--- src/common/timer_core_pkg.sv ---
// Constants shared by the 16-bit timer counter core: register map,
// field positions, reset values, mode codes and clock figures.
// Assumes a 32-bit classic Wishbone register bus, one register per word.
`default_nettype none

package timer_core_pkg;

    ////////////////////////////////////////////////////////////////////////
    // Clock figures
    localparam int SYS_CLK_HZ     = 20_000_000; // System clock rate
    localparam int TICK_MIN_HZ    = 250_000;    // Slowest global tick allowed
    localparam int TICK_MAX_HZ    = 32_000_000; // Fastest tick, crystal source
    localparam int RC_TICK_MAX_HZ = 16_000_000; // Fastest tick, RC source

    ////////////////////////////////////////////////////////////////////////
    // Register byte offsets
    localparam logic [5:0] OFS_CTRL     = 6'h00; // timer_control_status
    localparam logic [5:0] OFS_CNT_LO   = 6'h04; // count_low_byte
    localparam logic [5:0] OFS_CNT_HI   = 6'h08; // count_high_byte
    localparam logic [5:0] OFS_IRQ_MASK = 6'h0C; // timer_irq_mask_reg
    localparam logic [5:0] OFS_TICK_DIV = 6'h10; // global_tick_divider
    localparam logic [5:0] OFS_CH_CTL0  = 6'h14; // Channel controls, 4 apart
    localparam logic [5:0] OFS_CH_VAL0  = 6'h20; // Channel values, 4 apart

    ////////////////////////////////////////////////////////////////////////
    // timer_control_status fields
    localparam int CTL_MODE_LSB = 0; // count_mode_field, 2 bits
    localparam int CTL_DIV_LSB  = 2; // prescale_select, 2 bits
    localparam int CTL_OVF_BIT  = 4; // overflow_flag
    localparam int CTL_CHF_LSB  = 5; // Channel flags, 3 bits
    localparam int IRQ_OVF_BIT  = 0; // overflow_irq_mask in the mask register

    // Channel control fields
    localparam int CH_IM_BIT    = 0; // Channel interrupt mask
    localparam int CH_SRC_BIT   = 1; // Capture source: 0 pin, 1 radio event
    localparam int CH_CMP_BIT   = 2; // 0 capture, 1 compare
    localparam int CH_EDGE_LSB  = 3; // Capture edge, 2 bits
    localparam int CH_ACT_LSB   = 5; // Compare action, 2 bits
    localparam int CH_CTL_W     = 7; // Width of a channel control register

    // Capture edge and compare action codes
    localparam logic [1:0] EDGE_RISE  = 2'h1;
    localparam logic [1:0] EDGE_FALL  = 2'h2;
    localparam logic [1:0] EDGE_BOTH  = 2'h3;
    localparam logic [1:0] ACT_SET    = 2'h0;
    localparam logic [1:0] ACT_CLEAR  = 2'h1;
    localparam logic [1:0] ACT_TOGGLE = 2'h2;

    ////////////////////////////////////////////////////////////////////////
    // Count modes and values
    typedef enum logic [1:0] {
        MODE_HALT   = 2'h0,
        MODE_FREE   = 2'h1,
        MODE_MODULO = 2'h2,
        MODE_UPDOWN = 2'h3
    } count_mode_t;

    localparam logic [15:0] COUNT_ZERO  = 16'h0000;
    localparam logic [15:0] COUNT_TERM  = 16'hFFFF;
    localparam logic [2:0]  TICKDIV_RST = 3'h0;    // Global tick = clk_sys
    localparam logic [31:0] RD_UNMAPPED = 32'h0000_0000;

endpackage : timer_core_pkg

`default_nettype wire

--- src/design/timer_counter_core.sv ---
// 16-bit timer counter core with three capture/compare channels.
// Assumes a classic Wishbone master, pin inputs synchronous to clk_sys,
// and a one-cycle radio event pulse from the radio block.
//
// Function
// - 16-bit count steps once per prescaled tick
// - Local prescaler divides by 1, 8, 32, 128
// - Global tick divides system clock, bounded range
// - RC clock source limits tick to 16 MHz
// - Low-byte read latches high byte coherently
// - Low-byte write with byte lane 0 selected clears whole counter
// - Nonzero mode runs; zero mode halts, holds value
// - Free-run counts 0 to FFFF, wraps
// - Free-run sets overflow flag at FFFF
// - Overflow request needs flag and mask
// - Modulo counts to channel-0 value, restarts
// - Modulo sets overflow flag at terminal value
// - Three channels, one pin each
// - Capture on rising, falling or either edge
// - Compare sets, clears or toggles pin
// - Requests on capture, compare and terminal count
// - Radio event capture; compare triggers DMA
// - Up/down counts to channel-0 value and back
// - Low-byte write forces direction up
`default_nettype none

module timer_counter_core #(
    parameter int          NUM_CH          = 3,       // Capture/compare channels
    parameter int          CLK_HZ          = timer_core_pkg::SYS_CLK_HZ,
    parameter bit          RC_CLOCK_SOURCE = 1'b0     // Clocked from RC oscillator
) (
    input  wire logic              clk_sys,
    input  wire logic              nrst,
    // Wishbone slave
    input  wire logic              wb_cyc_i,
    input  wire logic              wb_stb_i,
    input  wire logic              wb_we_i,
    input  wire logic [5:0]        wb_adr_i,
    input  wire logic [3:0]        wb_sel_i,
    input  wire logic [31:0]       wb_dat_i,
    output logic      [31:0]       wb_dat_o,
    output logic                   wb_ack_o,
    // Channel pins and events
    input  wire logic [NUM_CH-1:0] ch_pin_in,
    output logic      [NUM_CH-1:0] ch_pin_out,
    output logic      [NUM_CH-1:0] ch_pin_oe,
    input  wire logic              radio_event,
    output logic      [NUM_CH-1:0] dma_trigger,
    output logic                   irq_request
);

    ////////////////////////////////////////////////////////////////////////
    // Elaboration checks
    localparam int TICK_LIMIT_HZ = RC_CLOCK_SOURCE ? timer_core_pkg::RC_TICK_MAX_HZ
                                                   : timer_core_pkg::TICK_MAX_HZ;
    initial begin
        // Fastest tick is the undivided clock, so the clock itself must fit
        if (CLK_HZ > TICK_LIMIT_HZ || CLK_HZ < timer_core_pkg::TICK_MIN_HZ) begin
            $error("clock rate outside the timer tick range");
        end
        if (NUM_CH != 3) begin
            $error("the register map serves exactly three channels");
        end
    end

    ////////////////////////////////////////////////////////////////////////
    // Functions

    // Terminal prescaler count for each prescale_select code
    function automatic logic [6:0] prescale_last(input logic [1:0] code);
        case (code)
            2'h0:    prescale_last = 7'h00; // Divide by 1
            2'h1:    prescale_last = 7'h07; // Divide by 8
            2'h2:    prescale_last = 7'h1F; // Divide by 32
            default: prescale_last = 7'h7F; // Divide by 128
        endcase
    endfunction : prescale_last

    // Merge the two low byte lanes of a write into a 16-bit register
    function automatic logic [15:0] merge16(input logic [15:0] old_v,
                                            input logic [31:0] new_v,
                                            input logic [3:0]  sel);
        merge16[7:0]  = sel[0] ? new_v[7:0]  : old_v[7:0];
        merge16[15:8] = sel[1] ? new_v[15:8] : old_v[15:8];
    endfunction : merge16

    ////////////////////////////////////////////////////////////////////////
    // Declarations
    localparam int CH_CTL_W = timer_core_pkg::CH_CTL_W;
    logic        bus_req;               // New request this cycle
    logic        wr_req;                // Write request taken
    logic        rd_req;                // Read request taken
    logic        ack_q;                 // Registered acknowledge
    logic [31:0] dat_q;                 // Registered read data
    logic [1:0]  mode_q;                // count_mode_field
    logic [1:0]  prescale_q;            // prescale_select
    logic [2:0]  tick_div_q;            // global_tick_divider
    logic        ovf_mask_q;            // overflow_irq_mask
    logic        ovf_flag_q;            // overflow_flag
    logic [NUM_CH-1:0] ch_flag_q;       // Channel event flags
    logic [15:0] count_q;               // The counter
    logic [15:0] count_d;
    logic        down_q;                // Up/down direction, 1 counts down
    logic        down_d;
    logic        ovf_event;             // Terminal count reached this tick
    logic [7:0]  count_hi_q;            // Buffered high byte
    logic [6:0]  gdiv_q;                // Global tick divider counter
    logic [6:0]  gdiv_mask;
    logic        global_tick;
    logic [6:0]  pre_q;                 // Local prescaler counter
    logic        active_tick;           // Counter steps on this cycle
    logic        cnt_lo_write;          // Write to the low-byte register with byte lane 0 selected
    logic [CH_CTL_W-1:0] ch_ctl_q [NUM_CH];  // Channel controls
    logic [15:0] ch_val_q [NUM_CH];          // Capture/compare values
    logic [NUM_CH-1:0] pin_prev_q;           // Pin state one cycle back
    logic [NUM_CH-1:0] ch_event;             // Capture or compare event
    logic [NUM_CH-1:0] cmp_match;            // Compare match this tick
    logic [NUM_CH-1:0] cap_hit;              // Capture trigger this cycle
    logic [NUM_CH-1:0] ch_flag_clr;          // Software clearing channel flags
    logic [NUM_CH-1:0] ch_mask;              // Channel interrupt masks

    ////////////////////////////////////////////////////////////////////////
    // Wishbone handshake: request taken on the edge where it is first seen,
    // ack one cycle later; the extra cycle keeps ack low between requests.
    assign bus_req      = wb_cyc_i && wb_stb_i && !ack_q;
    assign wr_req       = bus_req && wb_we_i;
    assign rd_req       = bus_req && !wb_we_i;
    assign cnt_lo_write = wr_req && wb_adr_i == timer_core_pkg::OFS_CNT_LO && wb_sel_i[0];

    // Acknowledge every request, mapped or not
    always_ff @(posedge clk_sys) begin
        if (!nrst) begin
            ack_q <= 1'b0;
        end else begin
            ack_q <= bus_req;
        end
    end

    // Read data mux, registered at the taking edge
    always_ff @(posedge clk_sys) begin
        if (!nrst) begin
            dat_q <= timer_core_pkg::RD_UNMAPPED;
        end else if (rd_req) begin
            dat_q <= timer_core_pkg::RD_UNMAPPED;
            case (wb_adr_i)
                timer_core_pkg::OFS_CTRL: begin
                    dat_q[timer_core_pkg::CTL_MODE_LSB +: 2] <= mode_q;
                    dat_q[timer_core_pkg::CTL_DIV_LSB +: 2]  <= prescale_q;
                    dat_q[timer_core_pkg::CTL_OVF_BIT]       <= ovf_flag_q;
                    dat_q[timer_core_pkg::CTL_CHF_LSB +: 3]  <= ch_flag_q;
                end
                timer_core_pkg::OFS_CNT_LO:   dat_q[7:0] <= count_q[7:0];
                timer_core_pkg::OFS_CNT_HI:   dat_q[7:0] <= count_hi_q;
                timer_core_pkg::OFS_IRQ_MASK: dat_q[timer_core_pkg::IRQ_OVF_BIT] <= ovf_mask_q;
                timer_core_pkg::OFS_TICK_DIV: dat_q[2:0] <= tick_div_q;
                default: begin
                    // Channel registers sit in two blocks of words
                    for (int i = 0; i < NUM_CH; i++) begin
                        if (wb_adr_i == timer_core_pkg::OFS_CH_CTL0 + 6'(4 * i)) begin
                            dat_q[CH_CTL_W-1:0] <= ch_ctl_q[i];
                        end
                        if (wb_adr_i == timer_core_pkg::OFS_CH_VAL0 + 6'(4 * i)) begin
                            dat_q[15:0] <= ch_val_q[i];
                        end
                    end
                end
            endcase
        end
    end

    ////////////////////////////////////////////////////////////////////////
    // Configuration registers
    always_ff @(posedge clk_sys) begin
        if (!nrst) begin
            mode_q     <= timer_core_pkg::MODE_HALT;
            prescale_q <= 2'h0;
            tick_div_q <= timer_core_pkg::TICKDIV_RST;
            ovf_mask_q <= 1'b0;
        end else if (wr_req && wb_sel_i[0]) begin
            if (wb_adr_i == timer_core_pkg::OFS_CTRL) begin
                mode_q     <= wb_dat_i[timer_core_pkg::CTL_MODE_LSB +: 2];
                prescale_q <= wb_dat_i[timer_core_pkg::CTL_DIV_LSB +: 2];
            end
            if (wb_adr_i == timer_core_pkg::OFS_IRQ_MASK) begin
                ovf_mask_q <= wb_dat_i[timer_core_pkg::IRQ_OVF_BIT];
            end
            if (wb_adr_i == timer_core_pkg::OFS_TICK_DIV) begin
                tick_div_q <= wb_dat_i[2:0];
            end
        end
    end

    // Channel control and value registers; a capture outranks a write
    always_ff @(posedge clk_sys) begin
        if (!nrst) begin
            for (int i = 0; i < NUM_CH; i++) begin
                ch_ctl_q[i] <= '0;
                ch_val_q[i] <= timer_core_pkg::COUNT_ZERO;
            end
        end else begin
            for (int i = 0; i < NUM_CH; i++) begin
                if (wr_req && wb_sel_i[0] &&
                    wb_adr_i == timer_core_pkg::OFS_CH_CTL0 + 6'(4 * i)) begin
                    ch_ctl_q[i] <= wb_dat_i[CH_CTL_W-1:0];
                end
                if (cap_hit[i]) begin
                    ch_val_q[i] <= count_q;
                end else if (wr_req &&
                             wb_adr_i == timer_core_pkg::OFS_CH_VAL0 + 6'(4 * i)) begin
                    ch_val_q[i] <= merge16(ch_val_q[i], wb_dat_i, wb_sel_i);
                end
            end
        end
    end

    ////////////////////////////////////////////////////////////////////////
    // Tick generation: global tick divides clk_sys by 2**global_tick_divider,
    // the local prescaler divides that again.
    assign gdiv_mask   = 7'((8'h01 << tick_div_q) - 8'h01);
    assign global_tick = (gdiv_q & gdiv_mask) == gdiv_mask;
    assign active_tick = global_tick && pre_q == prescale_last(prescale_q)
                         && mode_q != timer_core_pkg::MODE_HALT;

    // Global divider runs freely so ticks stay evenly spaced
    always_ff @(posedge clk_sys) begin
        if (!nrst) begin
            gdiv_q <= 7'h00;
        end else begin
            gdiv_q <= gdiv_q + 7'h01;
        end
    end

    // Prescaler restarts with the counter, so the first step after a
    // clear comes a full prescale period later
    always_ff @(posedge clk_sys) begin
        if (!nrst || cnt_lo_write) begin
            pre_q <= 7'h00;
        end else if (global_tick && mode_q != timer_core_pkg::MODE_HALT) begin
            if (pre_q == prescale_last(prescale_q)) begin
                pre_q <= 7'h00;
            end else begin
                pre_q <= pre_q + 7'h01;
            end
        end
    end

    ////////////////////////////////////////////////////////////////////////
    // Counter next value
    always_comb begin
        count_d   = count_q;
        down_d    = down_q;
        ovf_event = 1'b0;
        if (cnt_lo_write) begin
            count_d = timer_core_pkg::COUNT_ZERO;
            down_d  = 1'b0;
        end else if (active_tick) begin
            case (mode_q)
                timer_core_pkg::MODE_FREE: begin
                    count_d = count_q + 16'h0001;
                    if (count_q == timer_core_pkg::COUNT_TERM) begin
                        ovf_event = 1'b1;
                    end
                end
                timer_core_pkg::MODE_MODULO: begin
                    if (count_q == ch_val_q[0]) begin
                        count_d   = timer_core_pkg::COUNT_ZERO;
                        ovf_event = 1'b1;
                    end else begin
                        count_d = count_q + 16'h0001;
                    end
                end
                timer_core_pkg::MODE_UPDOWN: begin
                    // Turn at the channel-0 value, terminal count at zero
                    if (!down_q && count_q >= ch_val_q[0]) begin
                        down_d  = 1'b1;
                        count_d = count_q - 16'h0001;
                    end else if (down_q && count_q == timer_core_pkg::COUNT_ZERO) begin
                        down_d    = 1'b0;
                        count_d   = count_q + 16'h0001;
                        ovf_event = 1'b1;
                    end else if (down_q) begin
                        count_d = count_q - 16'h0001;
                    end else begin
                        count_d = count_q + 16'h0001;
                    end
                end
                default: begin
                    count_d = count_q; // Halted: hold present value
                end
            endcase
        end
    end

    // Counter and direction
    always_ff @(posedge clk_sys) begin
        if (!nrst) begin
            count_q <= timer_core_pkg::COUNT_ZERO;
            down_q  <= 1'b0;
        end else begin
            count_q <= count_d;
            down_q  <= down_d;
        end
    end

    // High byte buffered at the instant the low byte is read
    always_ff @(posedge clk_sys) begin
        if (!nrst) begin
            count_hi_q <= 8'h00;
        end else if (rd_req && wb_adr_i == timer_core_pkg::OFS_CNT_LO) begin
            count_hi_q <= count_q[15:8];
        end
    end

    ////////////////////////////////////////////////////////////////////////
    // Channels: capture edges, compare matches, pin drive
    always_comb begin
        for (int i = 0; i < NUM_CH; i++) begin
            logic rise;
            logic fall;
            logic [1:0] edge_sel;
            rise     = ch_pin_in[i] && !pin_prev_q[i];
            fall     = !ch_pin_in[i] && pin_prev_q[i];
            edge_sel = ch_ctl_q[i][timer_core_pkg::CH_EDGE_LSB +: 2];
            ch_mask[i] = ch_ctl_q[i][timer_core_pkg::CH_IM_BIT];
            if (ch_ctl_q[i][timer_core_pkg::CH_CMP_BIT] ||
                mode_q == timer_core_pkg::MODE_HALT) begin
                cap_hit[i] = 1'b0;
            end else if (ch_ctl_q[i][timer_core_pkg::CH_SRC_BIT]) begin
                cap_hit[i] = radio_event && edge_sel != 2'h0;
            end else begin
                cap_hit[i] = (rise && (edge_sel == timer_core_pkg::EDGE_RISE ||
                                       edge_sel == timer_core_pkg::EDGE_BOTH)) ||
                             (fall && (edge_sel == timer_core_pkg::EDGE_FALL ||
                                       edge_sel == timer_core_pkg::EDGE_BOTH));
            end
            cmp_match[i] = active_tick && ch_ctl_q[i][timer_core_pkg::CH_CMP_BIT] &&
                           count_q == ch_val_q[i];
            ch_event[i]  = cap_hit[i] || cmp_match[i];
            ch_flag_clr[i] = wr_req && wb_sel_i[0] && wb_adr_i == timer_core_pkg::OFS_CTRL
                             && !wb_dat_i[timer_core_pkg::CTL_CHF_LSB + i];
        end
    end

    // Pin history for edge detection
    always_ff @(posedge clk_sys) begin
        if (!nrst) begin
            pin_prev_q <= '0;
        end else begin
            pin_prev_q <= ch_pin_in;
        end
    end

    // Compare outputs; the pin is driven only in compare mode
    always_ff @(posedge clk_sys) begin
        if (!nrst) begin
            ch_pin_out <= '0;
            ch_pin_oe  <= '0;
        end else begin
            for (int i = 0; i < NUM_CH; i++) begin
                ch_pin_oe[i] <= ch_ctl_q[i][timer_core_pkg::CH_CMP_BIT];
                if (cmp_match[i]) begin
                    case (ch_ctl_q[i][timer_core_pkg::CH_ACT_LSB +: 2])
                        timer_core_pkg::ACT_SET:    ch_pin_out[i] <= 1'b1;
                        timer_core_pkg::ACT_CLEAR:  ch_pin_out[i] <= 1'b0;
                        timer_core_pkg::ACT_TOGGLE: ch_pin_out[i] <= !ch_pin_out[i];
                        default:                    ch_pin_out[i] <= ch_pin_out[i];
                    endcase
                end
            end
        end
    end

    // One-cycle DMA trigger per compare event
    always_ff @(posedge clk_sys) begin
        if (!nrst) begin
            dma_trigger <= '0;
        end else begin
            dma_trigger <= cmp_match;
        end
    end

    ////////////////////////////////////////////////////////////////////////
    // Event flags: writing 0 clears, writing 1 leaves alone; a new event in
    // the clearing cycle wins so no terminal count is lost
    always_ff @(posedge clk_sys) begin
        if (!nrst) begin
            ovf_flag_q <= 1'b0;
            ch_flag_q  <= '0;
        end else begin
            if (ovf_event) begin
                ovf_flag_q <= 1'b1;
            end else if (wr_req && wb_sel_i[0] && wb_adr_i == timer_core_pkg::OFS_CTRL &&
                         !wb_dat_i[timer_core_pkg::CTL_OVF_BIT]) begin
                ovf_flag_q <= 1'b0;
            end
            ch_flag_q <= ch_event | (ch_flag_q & ~ch_flag_clr);
        end
    end

    // Request is a level of pending flag and mask, so a mask set later
    // still raises it
    always_ff @(posedge clk_sys) begin
        if (!nrst) begin
            irq_request <= 1'b0;
        end else begin
            irq_request <= (ovf_flag_q && ovf_mask_q) ||
                           |(ch_flag_q & ch_mask);
        end
    end

    ////////////////////////////////////////////////////////////////////////
    // Bus outputs
    assign wb_ack_o = ack_q;
    assign wb_dat_o = dat_q;

endmodule : timer_counter_core

`default_nettype wire

--- config.mk ---
export PLATFORM = sky130hd
export DESIGN_NAME = timer_counter_core
export DESIGN_NICKNAME = d
export VERILOG_FILES = /design/src/common/timer_core_pkg.sv /design/src/design/timer_counter_core.sv
export SDC_FILE = /design/constraint.sdc
export NUM_CORES = 1
export LEC_CHECK = 0
export BUFFER_PORTS_ARGS = -buffer_cell sky130_fd_sc_hd__buf_2
export CORE_AREA = 8 8 127 129
export CTS_CLUSTER_SIZE = 14
export DETAILED_ROUTE_END_ITERATION = 6
export DIE_AREA = 0 0 135 137
export GPL_ROUTABILITY_DRIVEN = 1
export GPL_TIMING_DRIVEN = 0
export HOLD_SLACK_MARGIN = 0.06
export PLACE_DENSITY = 0.93
export SYNTH_ARGS = -nofsm -noshare
export SYNTH_HDL_FRONTEND = slang
export SYNTH_SLANG_ARGS = --single-unit
--- constraint.sdc ---
create_clock -name clk_sys -period 5.8 [get_ports clk_sys]
set_input_delay 0.87 -clock clk_sys [delete_from_list [all_inputs] [get_ports clk_sys]]
set_output_delay 0.87 -clock clk_sys [all_outputs]
set_load 0.005 [all_outputs]
==> results of run 1 <==
## state kept, by name, indices dropped and copies added, names as in the netlist, 3 cells and up
signal / cells
ch_flag_q: 3
pre_q: 7
wb_dat_o: 16
count_q: 16
tick_div_q: 3
ch_pin_out: 3
dma_trigger: 3
ch_ctl_q: 21
count_hi_q: 8
pin_prev_q: 3
gdiv_q: 7
ch_val_q: 48
ch_pin_oe: 3
## area by class of cell
cell class	count	area, um^2
Fill cell	1106	4280
Buffer	92	435
Clock inverter	10	72.6
Timing Repair Buffer	56	280
Clock buffer	21	483
Tap cell	184	230
Inverter	22	82.6
Multi-Input combinational cell	764	4650
Sequential cell	150	3690
## cell families after synthesis
group                      count (synthesis)
AOI/OAI and AO/OA                        239
xor gates and xnor gates                  50
adders and majority gates                 22
buffers and inverters                    114
DFF                                      150
muxes                                     31
other                                      1
and+or+nand+nor                          406
## where the power goes
group	total, mW	switching [mW]	internal (mW)
logic	0.175	0.117	0.0584
registers	1.16	0.0243	1.13
clock network	1.05	0.458	0.596
total	2.38	0.599	1.79
## synthesized netlist by cell type, types with 21 or more instances
cell type                  number
sky130_fd_sc_hd__nor2_1        68
sky130_fd_sc_hd__dfxtp_1       81
sky130_fd_sc_hd__a21oi_1       78
sky130_fd_sc_hd__nand2_1      174
sky130_fd_sc_hd__and2_1        26
sky130_fd_sc_hd__xor2_1        39
sky130_fd_sc_hd__o21ai_0       56
sky130_fd_sc_hd__clkbuf_1      55
sky130_fd_sc_hd__mux2i_1       29
sky130_fd_sc_hd__nand3_1       27
sky130_fd_sc_hd__inv_1         21
sky130_fd_sc_hd__edfxtp_1      69
sky130_fd_sc_hd__ha_1          22
## path summary, 6_finish.rpt
path / start / to / cells past startpoint
max: count_q[0]$_SDFFE_PP0P_ / count_q[13]$_SDFFE_PP0P_ / 11
min: count_hi_q[5]$_SDFFE_PN0P_ / count_hi_q[5]$_SDFFE_PN0P_ / 2
max reg2reg: count_q[0]$_SDFFE_PP0P_ / count_q[13]$_SDFFE_PP0P_ / 11
min reg2reg: count_hi_q[5]$_SDFFE_PN0P_ / count_hi_q[5]$_SDFFE_PN0P_ / 2
## critical path: cells and delay by family (launching register included)
family	cells	cell delay, ps
buf+inv	3	1040
flops	1	350
simple gates	4	1350
fa+ha+maj	1	360
compound gates	3	430
## stage by stage
stage	utilization [%]	power [mW]
2_1_floorplan	-	1.27
3_3_place_gp	66.0	1.34
3_5_place_dp	66.0	1.34
4_1_cts	69.9	2.37
5_1_grt	69.9	2.43
6_report	69.9	2.38
## cell usage in the layout, fill, tap and decap left out, types with 6 or more instances in the layout
master                      instances
sky130_fd_sc_hd__clkbuf_16         19
sky130_fd_sc_hd__dfxtp_1           81
sky130_fd_sc_hd__nand4_1           17
sky130_fd_sc_hd__mux2i_1           29
sky130_fd_sc_hd__ha_1              22
sky130_fd_sc_hd__xor2_1            39
sky130_fd_sc_hd__clkbuf_1          57
sky130_fd_sc_hd__xnor2_1           11
sky130_fd_sc_hd__a221oi_1          10
sky130_fd_sc_hd__a31oi_1           17
sky130_fd_sc_hd__nand3b_1           9
sky130_fd_sc_hd__nand2_1          174
sky130_fd_sc_hd__and2_1            26
sky130_fd_sc_hd__nor3_1            16
sky130_fd_sc_hd__buf_4             17
sky130_fd_sc_hd__nand2b_1           6
sky130_fd_sc_hd__conb_1            16
sky130_fd_sc_hd__a21oi_1           78
sky130_fd_sc_hd__and3_1            17
sky130_fd_sc_hd__o21ai_0           56
sky130_fd_sc_hd__nor2_1            68
sky130_fd_sc_hd__buf_2             71
sky130_fd_sc_hd__inv_1             21
sky130_fd_sc_hd__edfxtp_1          69
sky130_fd_sc_hd__a22oi_1           17
sky130_fd_sc_hd__nor4_1             9
sky130_fd_sc_hd__nor2b_1            7
sky130_fd_sc_hd__nand3_1           27
## layer usage
metal	up-vias	global-route usage, %	part of all wire (%)
met4	0	15.3	4.0
met2	698	49.6	45
met1	3985	40.9	38
li1	3813	-	-
met3	111	9.29	13
met5	-	0	0
==> results.rst, run 1 <==
.. list-table::
   :header-rows: 1

   * - Metric
     - Value
   * - Summed negative setup slack over all endpoints
     - 0 ps
   * - Count of antenna diodes in the layout
     - 0
   * - Count of buffers added by post-CTS timing repair for setup
     - 0
   * - Most used flip-flop cell after synthesis
     - sky130_fd_sc_hd__dfxtp_1
   * - Number of placed instances with taps included
     - 1,268
   * - Post-synthesis simple-gate area fraction
     - 22.8%
   * - Max-slew violation count
     - 0
   * - Initial antenna violation count
     - 0
   * - Largest net degree at the start of global routing
     - 17
   * - Violations in the final reports
     - design-rule violations
   * - Min Clock Period, post-route
     - 3630 ps
   * - Peak VDD IR
     - 216 uV
   * - Clock transition at the registers of the reported paths
     - 60 ps
   * - Hold-fix buffers, CTS
     - 0
   * - YS warnings
     - 0
   * - Number of remaining DRC errors
     - 2
   * - Post-synthesis cell count
     - 1,013
   * - Post-detail-place hpwl
     - 22,400 um
   * - Effective utilization at floorplan
     - 62.0%
   * - Routed wire length per instance
     - 23.1 um
   * - Final design instance area without fill
     - 9920 um^2
   * - Number of routed nets with antenna violations
     - 0
   * - Critical-path cell list
     - clkbuf_1 > inv_1 > ha_1 > nand4_1 > nor4_2 > nor3b_1 > buf_2 > nor2_1 > o21ai_0 > a2111oi_0 > a31o_2
   * - Area post-placement
     - 9370 um^2
   * - Total congestion overflow
     - 0
   * - TritonCTS clock tree
     - yes
   * - Nets
     - 1,176
   * - Core ar.
     - 14,200 um^2
   * - Max Clock Skew
     - 13.7 ps
   * - Number of distinct standard cells referenced by the synthesized netlist
     - 80
   * - Number of global-route vias before repair
     - 8,009
   * - Hold slack
     - 465 ps
   * - Power density normalized to cell area
     - 240 nW/um^2
   * - Slowest cell on the critical path
     - sky130_fd_sc_hd__nor4_2
   * - Number of flip-flops and latches in the synthesized netlist
     - 150
   * - Htree depth
     - 4
   * - DIE WIDTH
     - 135 um
   * - Least setup slack across all paths after layout
     - 2170 ps
   * - Floorplan die height
     - 137 um
   * - Global placer's final weighted congestion
     - 0.989
   * - Post-placement setup slack
     - 2150 ps
   * - Main combinational cell family by area after synthesis
     - simple AND/OR/NAND/NOR gates
   * - Drt initial violations
     - 1,480
   * - Count of non-filler cells in the finished layout
     - 1,299
   * - Largest cells by area after synthesis
     - sky130_fd_sc_hd__edfxtp_1 24%, sky130_fd_sc_hd__dfxtp_1 18%, sky130_fd_sc_hd__nand2_1 7.4%
   * - Transition at the pin with the smallest max-transition slack
     - 1220 ps
   * - Via-to-Cell Ratio
     - 6.63
   * - First-pass iteration count of the detailed router
     - 7
   * - Synthesized-area fraction occupied by ao, oa, aoi and oai cells
     - 17.5%
   * - Clk Tree Root Cell
     - sky130_fd_sc_hd__clkbuf_16
   * - Multiplexer area fraction after synthesis
     - 3.68%
   * - Cell Rows
     - 44
   * - Upper clock frequency limit
     - 0.276 GHz
   * - Clock buffer count from CTS
     - 17
   * - Period Utilization, post-route
     - 62.5%
   * - Die Area
     - 18,500 um^2
   * - Worst min path class
     - reg -> reg
   * - Unrepaired setup endpoints after global routing
     - no
   * - Slack of the worst reg-to-reg path
     - 2170 ps
   * - Sequential cell area fraction in the yosys report
     - 42.0%
   * - Area growth from synthesis to layout
     - 12.8%
   * - Total global-route track usage
     - 32.2%
   * - Final number of setup-violating endpoints
     - 0
   * - EDFF count, synth
     - 69
   * - Xor and xnor fraction of the mapped netlist area
     - 4.98%
   * - Arrival time at the worst endpoint
     - 3960 ps
   * - Fraction of final layout cells with drive strength greater than 1
     - 12.5%
   * - Maximum single-stage delay on the critical path
     - 680 ps
   * - # resized after CTS
     - 0
   * - Crit Path Max Fanout
     - 10
   * - Setup crit end kind
     - flop
   * - Required time reported for the critical path endpoint
     - 6130 ps
   * - Critical path class
     - reg -> reg
   * - Library cell with the largest summed area after synthesis
     - sky130_fd_sc_hd__edfxtp_1
   * - Maximum root-to-sink buffer count
     - 2
   * - Final hold violations
     - 0
   * - Wire length of the first global-routing pass
     - 45,100 um
   * - Element type at the critical path start
     - flop
   * - # IOs
     - 94
   * - Synth Area per Inst
     - 8.69 um^2
   * - Headroom to the max-slew limit
     - 18.0%
   * - Max cap viols
     - 0
   * - Worst skew pair latency
     - 440 ps
   * - Synth top area share
     - 23.5%
   * - Input/output buffers
     - 56
   * - Total clock sinks
     - 150
   * - Post-Synth Adder-Cell Area
     - 3.13%
   * - Standby leakage power
     - 3.79 nW
   * - Post-synth ARST share
     - 0%
   * - Outcome
     - finished with violations
   * - Via count
     - 8,607
   * - Total wire length
     - 30,000 um
   * - Summed instance area of the synthesized netlist
     - 8800 um^2
Power figures use the tool's default switching activity.
==> run 2: changes to the inputs <==
--- a/config.mk
+++ b/config.mk
@@ -6,14 +6,14 @@
 export NUM_CORES = 1
 export LEC_CHECK = 0
 export BUFFER_PORTS_ARGS = -buffer_cell sky130_fd_sc_hd__buf_2
-export CORE_AREA = 8 8 127 129
+export CORE_AREA = 8 8 131 133
 export CTS_CLUSTER_SIZE = 14
 export DETAILED_ROUTE_END_ITERATION = 6
-export DIE_AREA = 0 0 135 137
+export DIE_AREA = 0 0 139 141
 export GPL_ROUTABILITY_DRIVEN = 1
 export GPL_TIMING_DRIVEN = 0
 export HOLD_SLACK_MARGIN = 0.06
-export PLACE_DENSITY = 0.93
+export PLACE_DENSITY = 0.89
 export SYNTH_ARGS = -nofsm -noshare
 export SYNTH_HDL_FRONTEND = slang
 export SYNTH_SLANG_ARGS = --single-unit
==> constraint.sdc (replaced) <==
create_clock -name clk_sys -period 3.6 [get_ports clk_sys]
set_input_delay 0.54 -clock clk_sys [delete_from_list [all_inputs] [get_ports clk_sys]]
set_output_delay 0.54 -clock clk_sys [all_outputs]
set_load 0.005 [all_outputs]
==> results.rst, run 2 (synthesis gave the netlist of run 1 again) <==
.. list-table::
   :header-rows: 1

   * - Metric
     - Value
   * - Outcome
     - completed (was finished with violations)
   * - Setup crit end kind
     - flop (unchanged)
   * - Fraction of final layout cells with drive strength greater than 1
     - 12.5% (about the same)
   * - # IOs
     - 94 (unchanged)
   * - Crit Path Max Fanout
     - 10 (unchanged)
   * - Total global-route track usage
     - 29.4% (was 32.2%)
   * - Global placer's final weighted congestion
     - 1.05 (was 0.989)
   * - # resized after CTS
     - 0 (unchanged)
   * - Number of flip-flops under the largest register name
     - 48 (unchanged)
   * - TritonCTS clock tree
     - yes (unchanged)
   * - Upper clock frequency limit
     - 0.304 GHz (was 0.276 GHz)
   * - Headroom to the max-slew limit
     - 21.3% (was 18.0%)
   * - Floorplan die height
     - 141 um (was 137 um)
   * - Most common cell after layout, fill and taps aside
     - sky130_fd_sc_hd__nand2_1 (unchanged)
   * - Clock buffer count from CTS
     - 17 (unchanged)
   * - Arrival time at the worst endpoint
     - 3620 ps (was 3960 ps)
   * - Input/output buffers
     - 56 (unchanged)
   * - Maximum root-to-sink buffer count
     - 2 (unchanged)
   * - Area taken by multi-input logic gates
     - 4650 um^2 (unchanged)
   * - Top library cells by usage in the layout, fill and taps aside
     - 174 x sky130_fd_sc_hd__nand2_1, 81 x sky130_fd_sc_hd__dfxtp_1, 78 x sky130_fd_sc_hd__a21oi_1, 71 x sky130_fd_sc_hd__buf_2, 69 x sky130_fd_sc_hd__edfxtp_1 (unchanged)
   * - Count of antenna diodes in the layout
     - 0 (unchanged)
   * - Via count
     - 8,528 (was 8,607)
   * - Nets
     - 1,176 (unchanged)
   * - Required time reported for the critical path endpoint
     - 3930 ps (was 6130 ps)
   * - Wire length of the first global-routing pass
     - 44,700 um (was 45,100 um)
   * - Peak VDD IR
     - 393 uV (was 216 uV)
   * - Die Area
     - 19,600 um^2 (was 18,500 um^2)
   * - Critical-path cell list
     - clkbuf_2 > inv_1 > ha_1 > nand4_1 > nor4_2 > nor3b_1 > buf_2 > nor2_1 > o21ai_0 > a2111oi_0 > a31o_2 (was clkbuf_1 > inv_1 > ha_1 > nand4_1 > nor4_2 > nor3b_1 > buf_2 > nor2_1 > o21ai_0 > a2111oi_0 > a31o_2)
   * - Drt initial violations
     - 1,271 (was 1,480)
   * - Hold-fix buffers, CTS
     - 0 (unchanged)
   * - Initial antenna violation count
     - 0 (unchanged)
   * - Number of global-route vias before repair
     - 8,063 (was 8,009)
   * - Maximum single-stage delay on the critical path
     - 580 ps (was 680 ps)
   * - Power density normalized to cell area
     - 386 nW/um^2 (was 240 nW/um^2)
   * - Slowest cell on the critical path
     - sky130_fd_sc_hd__nor4_2 (unchanged)
   * - Post-detail-place hpwl
     - 21,500 um (was 22,400 um)
   * - Number of placed instances with taps included
     - 1,272 (was 1,268)
   * - Final number of setup-violating endpoints
     - 0 (unchanged)
   * - Htree depth
     - 4 (unchanged)
   * - Routed wire length per instance
     - 22.2 um (was 23.1 um)
   * - Standby leakage power
     - 3.79 nW (about the same)
   * - Critical path class
     - reg -> reg (unchanged)
   * - Element type at the critical path start
     - flop (unchanged)
   * - Unrepaired setup endpoints after global routing
     - no (unchanged)
   * - Top register by number of flip-flops
     - ch_val_q (unchanged)
   * - Number of remaining DRC errors
     - 0 (was 2)
   * - Clock transition at the registers of the reported paths
     - 60 ps (about the same)
   * - Area occupied by registers
     - 3690 um^2 (unchanged)
   * - Total clock sinks
     - 150 (unchanged)
   * - First-pass iteration count of the detailed router
     - 6 (was 7)
   * - Number of routed nets with antenna violations
     - 0 (unchanged)
   * - Effective utilization at floorplan
     - 58.8% (was 62.0%)
   * - Top Registers
     - ch_val_q x48, ch_ctl_q x21 (unchanged)
   * - Transition at the pin with the smallest max-transition slack
     - 1170 ps (was 1220 ps)
   * - DIE WIDTH
     - 139 um (was 135 um)
   * - Hold slack
     - 325 ps (was 465 ps)
   * - FILL cells
     - 1,243 (was 1,106)
   * - Final hold violations
     - 0 (unchanged)
   * - Period Utilization, post-route
     - 91.5% (was 62.5%)
   * - Core ar.
     - 15,000 um^2 (was 14,200 um^2)
   * - Total wire length
     - 29,000 um (was 30,000 um)
   * - Max Clock Skew
     - 12.5 ps (was 13.7 ps)
   * - Worst min path class
     - in -> reg (was reg -> reg)
   * - Largest net degree at the start of global routing
     - 17 (unchanged)
   * - Max-slew violation count
     - 0 (unchanged)
   * - Cell Rows
     - 45 (was 44)
   * - Area growth from synthesis to layout
     - 12.6% (was 12.8%)
   * - Worst skew pair latency
     - 450 ps (was 440 ps)
   * - Via-to-Cell Ratio
     - 6.54 (was 6.63)
   * - Clk Tree Root Cell
     - sky130_fd_sc_hd__clkbuf_16 (unchanged)
   * - Count of buffers added by post-CTS timing repair for setup
     - 0 (unchanged)
   * - Min Clock Period, post-route
     - 3290 ps (was 3630 ps)
   * - Total congestion overflow
     - 0 (unchanged)
   * - Summed negative setup slack over all endpoints
     - 0 ps (unchanged)
   * - Max cap viols
     - 0 (unchanged)
   * - Count of non-filler cells in the finished layout
     - 1,304 (was 1,299)
[run 2: cell types whose count changed in the layout (fill, tap and decap cells not counted), sizes merged]
cell and delta:
inv +6, clkinv -7, clkbuf +2
[run 2: path summary, 6_finish.rpt]
kind	from	endpoint	slack, ps	cells past startpoint
min	ch_pin_in[1]	pin_prev_q[1]$_SDFF_PN0_	320	2
max	count_q[0]$_SDFFE_PP0P_	count_q[13]$_SDFFE_PP0P_	310	11
max reg2reg	count_q[0]$_SDFFE_PP0P_	count_q[13]$_SDFFE_PP0P_	310	11
min reg2reg	count_hi_q[2]$_SDFFE_PN0P_	count_hi_q[2]$_SDFFE_PN0P_	450	2
[run 2: per-stage QoR]
step | setup WS, ps | utilization (%) | total power [mW] | instance area [um^2]
finish | 306 | 66.1 | 3.82 | 9910
global route | 232 | 66.1 | 3.90 | 9910
CTS | 67.6 | 66.1 | 3.80 | 9910
detailed placement | 55.5 | 62.6 | 2.16 | 9370
global placement | 89.6 | 62.6 | 2.16 | 9370
floorplan | 834 | - | 2.05 | 8860
[run 2: report_power, final]
part | total (mW) | internal, mW | switching [mW]
clock network | 1.68 | 0.930 | 0.750
logic | 0.281 | 0.0941 | 0.187
registers | 1.86 | 1.82 | 0.0382
[run 2: worst max-delay path, delay by kind of cell, from the launching register on]
kind	cells	cell delay, ps
compound gates	3	430
fa+ha+maj	1	320
buf+inv	3	810
flops	1	350
simple gates	4	1260
[run 2: area by class of cell]
class | count | area share, %
inverter | 22 | 0.834
multi-input combinational | 764 | 46.9
clock inverter | 9 | 0.631
timing repair buffer | 56 | 2.83
buffer | 92 | 4.41
clock buffer | 23 | 4.75
sequential | 150 | 37.3
tap | 188 | 2.37
[run 2: routing by layer]
metal,vias up,wire length (um),GRT usage [%]
li1,3805,-,-
met1,3974,11300,37.5
met2,636,12600,44.6
met3,113,3730,8.10
met4,0,1400,16.0
met5,-,0,0
==> run 3: changes to the inputs <==
--- a/config.mk
+++ b/config.mk
@@ -14,6 +14,7 @@
 export GPL_TIMING_DRIVEN = 0
 export HOLD_SLACK_MARGIN = 0.06
 export PLACE_DENSITY = 0.89
+export RECOVER_POWER = 25
 export SYNTH_ARGS = -nofsm -noshare
 export SYNTH_HDL_FRONTEND = slang
 export SYNTH_SLANG_ARGS = --single-unit
==> results.rst, run 3 (synthesis gave the netlist of run 1 again) <==
.. list-table::
   :header-rows: 1

   * - Metric
     - Value
   * - Outcome
     - completed (unchanged)
   * - Number of flip-flops under the largest register name
     - 48 (unchanged)
   * - Effective utilization at floorplan
     - 58.8% (unchanged)
   * - DIE WIDTH
     - 139 um (unchanged)
   * - Headroom to the max-slew limit
     - 18.5% (was 21.3%)
   * - Top register by number of flip-flops
     - ch_val_q (unchanged)
   * - Floorplan die height
     - 141 um (unchanged)
   * - Most common cell after layout, fill and taps aside
     - sky130_fd_sc_hd__nand2_1 (unchanged)
   * - Number of remaining DRC errors
     - 0 (unchanged)
   * - Initial antenna violation count
     - 0 (unchanged)
   * - Final hold violations
     - 0 (unchanged)
   * - Element type at the critical path start
     - flop (unchanged)
   * - Max Clock Skew
     - 17.1 ps (was 12.5 ps)
   * - Wire length of the first global-routing pass
     - 44,700 um (unchanged)
   * - Arrival time at the worst endpoint
     - 3600 ps (was 3620 ps)
   * - Input/output buffers
     - 56 (unchanged)
   * - # IOs
     - 94 (unchanged)
   * - Htree depth
     - 4 (unchanged)
   * - Area growth from synthesis to layout
     - 12.2% (was 12.6%)
   * - TritonCTS clock tree
     - yes (unchanged)
   * - Required time reported for the critical path endpoint
     - 3930 ps (about the same)
   * - Cell Rows
     - 45 (unchanged)
   * - Hold-fix buffers, CTS
     - 0 (unchanged)
   * - Number of global-route vias before repair
     - 8,063 (unchanged)
   * - Top library cells by usage in the layout, fill and taps aside
     - 174 x sky130_fd_sc_hd__nand2_1, 81 x sky130_fd_sc_hd__clkbuf_1, 81 x sky130_fd_sc_hd__dfxtp_1, 78 x sky130_fd_sc_hd__a21oi_1, 69 x sky130_fd_sc_hd__edfxtp_1 (was 174 x sky130_fd_sc_hd__nand2_1, 81 x sky130_fd_sc_hd__dfxtp_1, 78 x sky130_fd_sc_hd__a21oi_1, 71 x sky130_fd_sc_hd__buf_2, 69 x sky130_fd_sc_hd__edfxtp_1)
   * - Post-detail-place hpwl
     - 21,500 um (unchanged)
   * - Nets
     - 1,176 (unchanged)
   * - Drt initial violations
     - 1,359 (was 1,271)
   * - Count of antenna diodes in the layout
     - 0 (unchanged)
   * - Unrepaired setup endpoints after global routing
     - no (unchanged)
   * - Routed wire length per instance
     - 22.3 um (was 22.2 um)
   * - Period Utilization, post-route
     - 91.0% (was 91.5%)
   * - Area occupied by registers
     - 3690 um^2 (unchanged)
   * - Total congestion overflow
     - 0 (unchanged)
   * - Via count
     - 8,533 (was 8,528)
   * - Final number of setup-violating endpoints
     - 0 (unchanged)
   * - Max cap viols
     - 0 (unchanged)
   * - Total clock sinks
     - 150 (unchanged)
   * - Crit Path Max Fanout
     - 10 (unchanged)
   * - Hold slack
     - 328 ps (was 325 ps)
   * - Count of buffers added by post-CTS timing repair for setup
     - 0 (unchanged)
   * - Global placer's final weighted congestion
     - 1.05 (unchanged)
   * - Via-to-Cell Ratio
     - 6.54 (about the same)
   * - Worst min path class
     - in -> reg (unchanged)
   * - Clock transition at the registers of the reported paths
     - 60 ps (about the same)
   * - Peak VDD IR
     - 389 uV (was 393 uV)
   * - Transition at the pin with the smallest max-transition slack
     - 1210 ps (was 1170 ps)
   * - Power density normalized to cell area
     - 387 nW/um^2 (was 386 nW/um^2)
   * - Fraction of final layout cells with drive strength greater than 1
     - 10.2% (was 12.5%)
   * - Die Area
     - 19,600 um^2 (unchanged)
   * - First-pass iteration count of the detailed router
     - 6 (unchanged)
   * - Setup crit end kind
     - flop (unchanged)
   * - Area taken by multi-input logic gates
     - 4650 um^2 (unchanged)
   * - Number of routed nets with antenna violations
     - 0 (unchanged)
   * - Summed negative setup slack over all endpoints
     - 0 ps (unchanged)
   * - Clk Tree Root Cell
     - sky130_fd_sc_hd__clkbuf_16 (unchanged)
   * - Final core occ
     - 65.9% (was 66.1%)
   * - Core ar.
     - 15,000 um^2 (unchanged)
   * - Total wire length
     - 29,000 um (about the same)
   * - Maximum root-to-sink buffer count
     - 2 (unchanged)
   * - Top Registers
     - ch_val_q x48, ch_ctl_q x21 (unchanged)
   * - Clock buffer count from CTS
     - 17 (unchanged)
   * - Total global-route track usage
     - 29.4% (unchanged)
   * - Max-slew violation count
     - 0 (unchanged)
   * - Min Clock Period, post-route
     - 3280 ps (was 3290 ps)
   * - Worst skew pair latency
     - 450 ps (about the same)
   * - FILL cells
     - 1,253 (was 1,243)
   * - Final Power
     - 3.82 mW (about the same)
   * - Critical path class
     - reg -> reg (unchanged)
   * - Upper clock frequency limit
     - 0.305 GHz (was 0.304 GHz)
   * - Largest net degree at the start of global routing
     - 17 (unchanged)
   * - Standby leakage power
     - 3.67 nW (was 3.79 nW)
run 3: path summary, 6_finish.rpt:
path,startpoint,to,slack (ps),depth (start not counted)
worst min register to register,count_hi_q[2]$_SDFFE_PN0P_,count_hi_q[2]$_SDFFE_PN0P_,450,2
worst max-delay path,count_q[0]$_SDFFE_PP0P_,count_q[13]$_SDFFE_PP0P_,320,11
worst max register to register,count_q[0]$_SDFFE_PP0P_,count_q[13]$_SDFFE_PP0P_,320,11
worst min-delay path,ch_pin_in[0],pin_prev_q[0]$_SDFF_PN0_,330,2
run 3: area by class of cell:
class,instances,area share [%]
Buffer,92,4.42
Timing Repair Buffer,56,2.52
Sequential cell,150,37.4
Multi-Input combinational cell,764,47.0
Clock inverter,9,0.633
Clock buffer,23,4.76
Tap cell,188,2.38
Inverter,22,0.836
run 3: layer usage:
| layer | routed length [um] | up-vias | GRT usage [%] |
|---|---|---|---|
| li1 | - | 3814 | - |
| met1 | 11300 | 3934 | 37.5 |
| met2 | 12500 | 657 | 44.6 |
| met3 | 3760 | 128 | 8.10 |
| met4 | 1480 | 0 | 16.0 |
| met5 | 0 | - | 0 |
run 3: through the flow:
stage	cells	area, um^2	worst slack [ps]
finish	1304	9880	324
CTS	1304	9910	67.6
floorplan	1028	8860	834
global route	1304	9880	232
detailed placement	1272	9370	55.5
global placement	1272	9370	89.6
run 3: report_power, final:
group / internal (mW) / switching, mW / total, mW
Clock: 0.930 / 0.747 / 1.68
Sequential: 1.82 / 0.0382 / 1.86
Combinational: 0.0926 / 0.188 / 0.280
Total: 2.84 / 0.973 / 3.82
run 3: timing repair:
item	4_1_cts	5_1_grt
hold endpoints to repair	0	0
endpoints found under the setup margin	0	6
resized for setup	0	2
run 3: critical path, stage by stage (launching register included):
cell,delay (ps)
sky130_fd_sc_hd__dfxtp_1,350
sky130_fd_sc_hd__clkbuf_2,290
sky130_fd_sc_hd__inv_1,190
sky130_fd_sc_hd__ha_1,320
sky130_fd_sc_hd__nand4_1,140
sky130_fd_sc_hd__nor4_2,570
sky130_fd_sc_hd__nor3b_1,470
sky130_fd_sc_hd__buf_2,330
sky130_fd_sc_hd__nor2_1,80
sky130_fd_sc_hd__o21ai_0,70
sky130_fd_sc_hd__a2111oi_0,110
sky130_fd_sc_hd__a31o_2,250
